===== config.mk =====
export PLATFORM = sky130hd
export DESIGN_NAME = ssbr_regs
export DESIGN_NICKNAME = d
export VERILOG_FILES = /design/src/ssbr_pkg.sv /design/src/ssbr_blank.sv /design/src/ssbr_regs.sv
export SDC_FILE = /design/constraint.sdc
export NUM_CORES = 1
export LEC_CHECK = 0
export BUFFER_PORTS_ARGS = -buffer_cell sky130_fd_sc_hd__buf_2
export CORE_MARGIN = 5
export CORE_UTILIZATION = 55
export CTS_CLUSTER_DIAMETER = 30
export CTS_CLUSTER_SIZE = 12
export DETAILED_ROUTE_END_ITERATION = 7
export GPL_ROUTABILITY_DRIVEN = 0
export PLACE_DENSITY = 0.89
export SLEW_MARGIN = 20
export SYNTH_ARGS = -nofsm -noshare
export SYNTH_HDL_FRONTEND = slang
export SYNTH_SLANG_ARGS = --single-unit

===== constraint.sdc =====
create_clock -name clk_i -period 5 [get_ports clk_i]
set_clock_uncertainty 0.1 [all_clocks]
set_input_delay 1 -clock clk_i [delete_from_list [all_inputs] [get_ports clk_i]]
set_output_delay 1 -clock clk_i [all_outputs]
set_load 0.03 [all_outputs]

===== src/ssbr_pkg.sv =====
// Package for the secondary supervision and blanking register bank
package ssbr_pkg;
    // Register indices on the message port
    localparam logic [6:0] ADDR_VERIFY = 7'h17;
    localparam logic [6:0] ADDR_DESATURATION_DETECT = 7'h18;
    localparam logic [6:0] ADDR_OCP = 7'h19;
    // Reset values
    localparam logic [15:0] RST_VERIFY = 16'h0001;
    localparam logic [15:0] RST_DESATURATION_DETECT = 16'h2000;
    localparam logic [15:0] RST_OCP = 16'h0001;
    // Field layout
    localparam int VFS_LSB = 4;
    localparam int VFS_MSB = 5;
    localparam int BT_LSB = 8;
    localparam int BT_MSB = 15;
    localparam int DISC_BIT = 1;
    localparam int PAR_BIT = 0;
    // Verification select codes
    localparam logic [1:0] VFS_NONE = 2'h0;
    localparam logic [1:0] VFS_TIMING = 2'h1;
    // Least useful blanking count
    localparam logic [7:0] BT_MIN = 8'h0a;
    localparam logic [7:0] BT_OFF = 8'h00;
    // Blanking state machine
    typedef enum logic [1:0] {
        BLK_IDLE = 2'h1,
        BLK_RUN = 2'h2
    } ssbr_blk_t;
endpackage : ssbr_pkg


===== src/ssbr_blank.sv =====
// Blanking counter that masks one fault comparator after a gate edge
`timescale 1ns/1ps
module ssbr_blank #(
    parameter int W = 8
) (
    input wire logic clk_i,
    input wire logic rst_n_i,
    input wire logic osc_tick_i,
    input wire logic gate_edge_i,
    input wire logic [W-1:0] count_i,
    input wire logic enable_i,
    input wire logic comp_i,
    output logic fault_o,
    output logic blanking_o
);
    ssbr_pkg::ssbr_blk_t state;
    logic [W-1:0] remain;

    // mask after edge
    always_ff @(posedge clk_i or negedge rst_n_i) begin
        if (!rst_n_i) begin
            state <= ssbr_pkg::BLK_IDLE;
            remain <= '0;
        end else begin
            case (state)
                ssbr_pkg::BLK_IDLE: begin
                    if (gate_edge_i && enable_i) begin
                        state <= ssbr_pkg::BLK_RUN;
                        remain <= count_i;
                    end
                end
                ssbr_pkg::BLK_RUN: begin
                    if (gate_edge_i) begin
                        remain <= count_i;
                    end else if (osc_tick_i) begin
                        if (remain <= W'(1)) begin
                            state <= ssbr_pkg::BLK_IDLE;
                        end
                        remain <= remain - W'(1);
                    end
                end
                default: state <= ssbr_pkg::BLK_IDLE;
            endcase
        end
    end

    // evaluate outside window
    always_ff @(posedge clk_i or negedge rst_n_i) begin
        if (!rst_n_i) begin
            fault_o <= 1'b0;
        end else begin
            fault_o <= comp_i && (state == ssbr_pkg::BLK_IDLE)
                && !(gate_edge_i && enable_i);
        end
    end

    assign blanking_o = (state == ssbr_pkg::BLK_RUN);
endmodule : ssbr_blank


===== src/ssbr_regs.sv =====
// Secondary supervision select and fault blanking register bank
// Operation
// Verification select code 0 enables nothing and code 1 the timing check.
// The host writes only codes 0 or 1 to the verification select field.
// The stored selection takes effect only on entry to verification mode.
// Entering startup mode clears the verification select field.
// Desaturation_detect blanking bits 15:8 count oscillator cycles; host programs >= 0xa.
// Overcurrent blanking count comes from bits 15:8 in oscillator cycles.
// An overcurrent blanking count of zero disables its blanking entirely; an open window runs on, and a gate edge in it blanks to the next tick.
// When used, the host programs overcurrent blanking >= 0xa.
// Bit 1 of each register shows whether the last message was discarded.
// Bit 0 of each read value is odd parity over the word.
// A fault comparator is ignored for the blanking count after a gate edge.
`timescale 1ns/1ps
module ssbr_regs #(
    parameter int BT_W = 8
) (
    input wire logic clk_i,
    input wire logic rst_n_i,
    // Decoded message port
    input wire logic wr_en_i,
    input wire logic rd_en_i,
    input wire logic [6:0] addr_i,
    input wire logic [15:0] wdata_i,
    input wire logic msg_done_i,
    input wire logic msg_discarded_i,
    output logic [15:0] rdata_o,
    output logic rvalid_o,
    // Operating mode entry pulses
    input wire logic startup_operating_mode_i,
    input wire logic verification_operating_mode_i,
    // Gate and comparators
    input wire logic secondary_oscillator_clock_i,
    input wire logic gate_edge_i,
    input wire logic desaturation_detect_i,
    input wire logic overcurrent_protect_i,
    output logic [1:0] verify_function_o,
    output logic timing_check_o,
    output logic desaturation_detect_fault_o,
    output logic overcurrent_fault_o,
    output logic desaturation_detect_blanking_o,
    output logic overcurrent_blanking_o
);
    ////////////////////////////////////////////////////////////////////////
    logic rst_sync1;
    logic rst_n;
    logic [1:0] verify_function_select;
    logic [BT_W-1:0] desaturation_detect_blank_count;
    logic [BT_W-1:0] overcurrent_blank_count;
    logic last_message_discarded;
    logic osc_q;
    logic osc_tick;
    logic [15:0] next_rdata;
    logic [15:0] raw;
    logic ocp_en;
    logic wr_verify;
    logic wr_desaturation_detect;
    logic wr_ocp;

    // Reset is released through two flops
    always_ff @(posedge clk_i or negedge rst_n_i) begin
        if (!rst_n_i) begin
            rst_sync1 <= 1'b0;
            rst_n <= 1'b0;
        end else begin
            rst_sync1 <= 1'b1;
            rst_n <= rst_sync1;
        end
    end

    ////////////////////////////////////////////////////////////////////////
    // One strobe per mapped index; other indices write nothing
    assign wr_verify = wr_en_i && (addr_i == ssbr_pkg::ADDR_VERIFY);
    assign wr_desaturation_detect = wr_en_i && (addr_i == ssbr_pkg::ADDR_DESATURATION_DETECT);
    assign wr_ocp = wr_en_i && (addr_i == ssbr_pkg::ADDR_OCP);

    ////////////////////////////////////////////////////////////////////////
    // Verification select; mode clear beats a same-cycle write
    always_ff @(posedge clk_i or negedge rst_n) begin
        if (!rst_n) begin
            verify_function_select <=
                ssbr_pkg::RST_VERIFY[ssbr_pkg::VFS_MSB:ssbr_pkg::VFS_LSB];
        // clear on startup
        end else if (startup_operating_mode_i) begin
            verify_function_select <= ssbr_pkg::VFS_NONE;
        // Reserved codes are stored as written; host keeps to 0 and 1
        end else if (wr_verify) begin
            // host writes legal codes
            verify_function_select <=
                wdata_i[ssbr_pkg::VFS_MSB:ssbr_pkg::VFS_LSB];
        end
    end

    // latch on verify entry
    always_ff @(posedge clk_i or negedge rst_n) begin
        if (!rst_n) begin
            verify_function_o <= ssbr_pkg::VFS_NONE;
        end else if (verification_operating_mode_i) begin
            verify_function_o <= verify_function_select;
        end
    end

    // decode select code
    assign timing_check_o = (verify_function_o == ssbr_pkg::VFS_TIMING);

    ////////////////////////////////////////////////////////////////////////
    // Blanking counts; minimum of 0xa is left to the host
    // Zero desaturation_detect count still blanks one tick, so the host must not use it
    // desaturation_detect count field
    always_ff @(posedge clk_i or negedge rst_n) begin
        if (!rst_n) begin
            desaturation_detect_blank_count <=
                ssbr_pkg::RST_DESATURATION_DETECT[ssbr_pkg::BT_MSB:ssbr_pkg::BT_LSB];
        end else if (wr_desaturation_detect) begin
            desaturation_detect_blank_count <=
                wdata_i[ssbr_pkg::BT_MSB:ssbr_pkg::BT_LSB];
        end
    end

    // overcurrent count field
    // host keeps count legal
    always_ff @(posedge clk_i or negedge rst_n) begin
        if (!rst_n) begin
            overcurrent_blank_count <=
                ssbr_pkg::RST_OCP[ssbr_pkg::BT_MSB:ssbr_pkg::BT_LSB];
        end else if (wr_ocp) begin
            overcurrent_blank_count <=
                wdata_i[ssbr_pkg::BT_MSB:ssbr_pkg::BT_LSB];
        end
    end

    ////////////////////////////////////////////////////////////////////////
    // track discarded message
    always_ff @(posedge clk_i or negedge rst_n) begin
        if (!rst_n) begin
            last_message_discarded <= 1'b0;
        end else if (msg_done_i) begin
            last_message_discarded <= msg_discarded_i;
        end
    end

    // Oscillator is sampled as a plain synchronous input
    // Free-running, so a tick may land just after reset; no window is open
    always_ff @(posedge clk_i or negedge rst_n) begin
        if (!rst_n) begin
            osc_q <= 1'b0;
        end else begin
            osc_q <= secondary_oscillator_clock_i;
        end
    end
    assign osc_tick = secondary_oscillator_clock_i && !osc_q;

    ////////////////////////////////////////////////////////////////////////
    always_comb begin
        raw = '0;
        case (addr_i)
            ssbr_pkg::ADDR_VERIFY: begin
                raw[ssbr_pkg::VFS_MSB:ssbr_pkg::VFS_LSB] =
                    verify_function_select;
            end
            ssbr_pkg::ADDR_DESATURATION_DETECT: begin
                raw[ssbr_pkg::BT_MSB:ssbr_pkg::BT_LSB] = desaturation_detect_blank_count;
            end
            ssbr_pkg::ADDR_OCP: begin
                raw[ssbr_pkg::BT_MSB:ssbr_pkg::BT_LSB] =
                    overcurrent_blank_count;
            end
            default: raw = '0;
        endcase
        // discard flag bit
        raw[ssbr_pkg::DISC_BIT] = last_message_discarded;
        next_rdata = raw;
        // odd parity bit
        next_rdata[ssbr_pkg::PAR_BIT] = ~(^raw[15:1]);
    end

    // Read answer strobe, one cycle after the request
    always_ff @(posedge clk_i or negedge rst_n) begin
        if (!rst_n) begin
            rvalid_o <= 1'b0;
        end else begin
            rvalid_o <= rd_en_i;
        end
    end

    // Read word holds until the next read
    always_ff @(posedge clk_i or negedge rst_n) begin
        if (!rst_n) begin
            rdata_o <= '0;
        end else if (rd_en_i) begin
            rdata_o <= next_rdata;
        end
    end

    ////////////////////////////////////////////////////////////////////////
    // zero count stops a new window from opening; an open one runs on
    assign ocp_en = (overcurrent_blank_count != ssbr_pkg::BT_OFF);

    // desaturation_detect blanking window
    // Both windows share one gate edge and one oscillator tick
    ssbr_blank #(.W(BT_W)) u_desaturation_detect (
        .clk_i(clk_i),
        .rst_n_i(rst_n),
        .osc_tick_i(osc_tick),
        .gate_edge_i(gate_edge_i),
        .count_i(desaturation_detect_blank_count),
        .enable_i(1'b1),
        .comp_i(desaturation_detect_i),
        .fault_o(desaturation_detect_fault_o),
        .blanking_o(desaturation_detect_blanking_o)
    );

    // overcurrent blanking window
    ssbr_blank #(.W(BT_W)) u_ocp (
        .clk_i(clk_i),
        .rst_n_i(rst_n),
        .osc_tick_i(osc_tick),
        .gate_edge_i(gate_edge_i),
        .count_i(overcurrent_blank_count),
        .enable_i(ocp_en),
        .comp_i(overcurrent_protect_i),
        .fault_o(overcurrent_fault_o),
        .blanking_o(overcurrent_blanking_o)
    );
endmodule : ssbr_regs


* Yosys cells after proc, flatten, opt, wreduce, memory -nomap -nowiden
Index checks and enable logic that the tools add are counted.
** Cells by class
- $add $sub $neg :: 2
- Order comparisons :: 2
- Eq/ne operators :: 18
- Multiplexer cells :: 22
- Bitwise operators :: 1
- Reduce and logical (&&, ||, !) cells :: 21
** Operators with widths (count)
- $mux W8 :: 6
- $pmux W8 S2 :: 3
- $mux W2 :: 11
- $eq A7 B5 Y1 const B :: 3
- $le A8 B1 Y1 const B :: 2
- $sub A8 B1 Y8 const B :: 2
- $reduce_xor A15 Y1 :: 1
- $logic_and A1 B1 Y1 :: 9
- $ne A2 B1 Y1 const B :: 4
- $ne A2 B2 Y1 const B :: 4
- $pmux W2 S2 :: 2
- $reduce_and A4 Y1 :: 2
- $reduce_bool A8 Y1 :: 1
- $eq A2 B1 Y1 const B :: 3
- $ne A3 B2 Y1 const B :: 2
- $reduce_and A3 Y1 :: 2
- $reduce_bool A2 Y1 :: 3
- $eq A2 B2 Y1 const B :: 2
- $logic_not A1 Y1 :: 3
- $not A1 Y1 :: 1
** Word-level totals
- Flip-flop bits (word level) :: 59
- Output and inout port bits :: 24

* Depth between registers and ports, before layout
- Word-level depth :: 5
- Depth in mapped cells :: 7
- Depth with buffers taken out :: 7

* Cells and area by module
A second synthesis with hierarchy kept.
** Second synthesis, totals
- Cell total of the unflattened synthesis :: 295
- Area, all modules :: 3106.7 µm²
** Modules (own cells, without submodules)
- ssbr_regs :: times used 1, cells an instance 149, area each 1755.4 µm²
- ssbr_blank :: times used 2, cells an instance 73, area each 675.6 µm²

* Worst setup path before layout
OpenSTA, ideal clock, no wires.
- Path kind :: input -> register
- Start :: input addr_i[5]
- End :: register rdata_o[0]
- Arrival time :: 2650 ps
- Data required time :: 4769 ps
- Slack :: 2118 ps
- Stages :: 6
- Path buffers :: 0
- Path through :: or3b_4 -> or4b_4 -> nor3_2 -> or3_2 -> a211oi_1 -> or3b_1
** Between the ends
- Word-level cells in the longest chain between the ends :: 4
- Elaborated cells on any way between the ends :: 7
** Ends and longest elaborated chain
- start, declared :: RTL line ssbr_regs.sv:23 : input wire logic [6:0] addr_i,
- $eq A7 B5 Y1 :: RTL line ssbr_regs.sv:156 : case (addr_i)
- $pmux W8 S2 / $mux W2 (equally long branches) :: RTL line ssbr_regs.sv:156
- $reduce_xor A15 Y1 * :: RTL line ssbr_regs.sv:174 : next_rdata[ssbr_pkg::PAR_BIT] = ~(^raw[15:1]);
- $not A1 Y1 * :: RTL line ssbr_regs.sv:174
- end signal, assigned :: RTL line ssbr_regs.sv:191 : rdata_o <= next_rdata;
- end, declared :: RTL line ssbr_regs.sv:27 : output logic [15:0] rdata_o,
Mark *: on every way between the ends. The rest lies on a longest branch, timed or not.
A chain may end at the register's enable or synchronous reset.

* Worst setup path in the final report
- Start :: input addr_i[5]
- End :: register overcurrent_blank_count[3]
** Between the ends
- Word-level cells in the longest chain between the ends :: 2
** Ends and longest elaborated chain
- $eq A7 B5 Y1 :: RTL line ssbr_regs.sv:75 : assign wr_ocp = wr_en_i && (addr_i == ssbr_pkg::ADDR_OCP);
- $logic_and A1 B1 Y1 :: RTL line ssbr_regs.sv:75
- end signal, assigned :: RTL line ssbr_regs.sv:124 : overcurrent_blank_count <=
- end signal, assigned :: RTL line ssbr_regs.sv:127 : overcurrent_blank_count <=
- end, declared :: RTL line ssbr_regs.sv:49 : logic [BT_W-1:0] overcurrent_blank_count;
No other way between the ends.

==> metrics.cfg <==
[die]
fp.dieH_um = 84.29
start_util_pct = 55.81
die_x_um = 84.29
core_area_sq_um = 5439
rows = 27
dieArea_sq_um = 7105
ioPinCount = 59

[finish]
final_common_cell = dfrtp_1
fin_area_sq_um = 3483
final_layout_size_suffix_gt1_share_pct = 24.16
diodes = 0
final_cell_mix = dfrtp_1, buf_2, nor2_1
nNetsFinal = 390
fin_util_pct = 64.04
syn2layout_area_growth_pct = 14.76

[detailed_routing]
drc = 0
dr.pass1.iters = 4
post_drt_wl_per_cell_um = 15.75
wirelength_um = 6739
via_per_inst = 5.736
ant_nets = 0
dr_total_vias = 2455
drt-initial-drc-count = 245

[place]
placed_area_sq_um = 3304
hpwl_um = 4771
portBuffers = 48

[grt]
grt_pass1_vias = 2445
grt_overflow = 0
antenna_found_initial = 0
grt_pass1_wl_um = 11470
grt_usage_pct = 20.61
grt_start_max_net_pins = 58

[timing]
relSlewSlack_pct = 37.70
slew_violations = 0
setup_viol = 0
fin_setup_tns_ps = 0
tightest_slew_ps = 932.1
max_freq_ghz = 0.3116
period_share_pct = 64.19
hold_viol_final = 0
fin_crit_ps = 3210
rsz0062_at_grt = no

[logic_synthesis]
avgSynthCellArea_sq_um = 10.02
synth-adder-area-share_pct = 1.649
synthMuxAreaShare_pct = 11.09
synth_edf_count = 0
syn_inst = 303
synth_top_family_by_area = simple AND/OR/NAND/NOR gates
synth_compound_area_share_pct = 13.64
synth_area_leader_cell = dfrtp_1
async_flop_share_pct = 100.0
synthFlopType = dfrtp_1
synth-xor-area-share_pct = 2.308
synth_top_area_share_pct = 46.17
yosysWarnings = 0
synth.distinct_cells = 53
netlist_area_sq_um = 3035
synth_seq_area_share_pct = 48.76
synth-seq-cells = 59
synthSimpleGateAreaFrac_pct = 17.77
synthTopCellsByArea = dfrtp_1, mux2_1, nor2_1

[run_status]
status = finished, final reports clean

[cts]
cts_buffers = 9
cts_resized = 0
cts-root-buf = clkbuf_8
numClockSinks = 59
cts.reportedPaths.clkPinSlew_ps = 60
h-tree-depth = 3
clock_path_buffers = 2
post_cts_buffers = 0
ctsHoldBuffers = 0
cts_tree = done
clock_latency_ps = 340

[critical_path]
path_class = in -> reg
ff2ff_path_depth = 6
cp_max_fo = 11
worstSetupEndpointType = flop
reg2reg_slack_ps = 2800
critPathRequiredTime_ps = 5130
r2r_end = rdata_o[0]$_DFFE_PN0P_
startpoint_type = input pin
cp_data_arrival_time_ps = 3330
r2r_start = desaturation_detect_blank_count[5]$_DFFE_PN1P_

[power_and_ir_drop]
finalPower_w = 0.001471
peakVddDrop_mv = 0.2723
cellPowerDensity_nw_per_um2 = 422.2
power.leakage_nw = 1.722

[flow_run]
max_cap_violations = 0

[worst_hold_path]
hold_path_depth = 0
worstHoldStart = rst_sync1$_DFF_PN0_
hold_class = reg -> reg
min_to = rst_n$_DFF_PN0_

[sequential cells by signal (all words and copies together), names as in the netlist]
register	cells
osc_q	1
rdata_o	12
overcurrent_blank_count	8
rst_sync1	1
u_desaturation_detect.fault_o	1
verify_function_o	2
rst_n	1
u_ocp.fault_o	1
u_ocp.state	2
u_ocp.remain	8
verify_function_select	2
last_message_discarded	1
u_desaturation_detect.remain	8
desaturation_detect_blank_count	8
u_desaturation_detect.state	2
rvalid_o	1
[cell usage after synthesis, drive strengths merged, types with 2 or more instances]
cell and instances:
nand4 2, a22oi 4, or3 4, nand2 18, a21oi 20, mux2i 10
and4b 2, a211oi 2, dfrtp 56, mux2 21, o21ai 22, nor4b 2
nor4 4, conb 2, nor2 33, a22o 6, inv 15, dfstp 3
buf 8, nor3 11, nand2b 10, clkbuf 7, o22a 3, ha 4
xor2 7, o2bb2ai 2, and2b 2, o22ai 3, or3b 2, nand3 7
[critical path, cell delays in order]
cell and delay [ps]:
buf_2 90, or3b_4 420, nor4b_2 820, nand3_1 540, mux2_1 460
[report_power, final]
| group | internal, W | switching [W] |
|---|---|---|
| clock network | 0.000206 | 0.000182 |
| registers | 0.000567 | 0.0000823 |
| logic | 0.000165 | 0.000269 |
| total | 0.000938 | 0.000533 |
[stage by stage]
step           hold WS (ps)  worst slack [ps]  std cells
2_1_floorplan         231.2              2118        306
3_3_place_gp          238.2              1537        412
3_5_place_dp          235.5              1450        412
4_1_cts               249.7              1797        428
5_1_grt               266.7              1593        428
6_report              247.7              1790        428
[routing by layer]
layer / track usage, % / vias up / part of all wire (%)
li1: - / 1166 / -
met1: 24.51 / 1174 / 40
met2: 33.64 / 98 / 50
met3: 4.416 / 17 / 6.4
met4: 13.45 / 0 / 3.2
met5: 0 / - / 0
[layout make-up]
| cell class | instances | area (sq um) |
|---|---|---|
| Clock inverter | 2 | 10.01 |
| Fill cell | 413 | 1956 |
| Multi-Input combinational cell | 217 | 1435 |
| Sequential cell | 59 | 1481 |
| Inverter | 15 | 56.30 |
| Timing Repair Buffer | 49 | 247.7 |
| Tap cell | 72 | 90.09 |
| Clock buffer | 14 | 162.7 |
[worst max-delay path by stage]
stage | from | to | slack, ps | cells past startpoint
3_5_place_dp | addr_i[5] | overcurrent_blank_count[3]$_DFFE_PN0P_ | 1450 | 5
3_3_place_gp | addr_i[5] | overcurrent_blank_count[0]$_DFFE_PN0P_ | 1540 | 5
4_1_cts | addr_i[5] | overcurrent_blank_count[3]$_DFFE_PN0P_ | 1800 | 5
2_1_floorplan | addr_i[5] | rdata_o[0]$_DFFE_PN0P_ | 2120 | 6
6_report | addr_i[5] | overcurrent_blank_count[3]$_DFFE_PN0P_ | 1790 | 5
5_1_grt | addr_i[5] | overcurrent_blank_count[2]$_DFFE_PN0P_ | 1590 | 5
[cells by family (layout without fill, tap and decap cells)]
group	count (synthesis)	after routing
simple gates	102	102
compound gates	67	67
flops	59	59
mux	31	31
buf+inv	30	80
xor+xnor	8	8
fa+ha+maj	4	4
other cells	2	5
(Power assumes the default switching activity.)
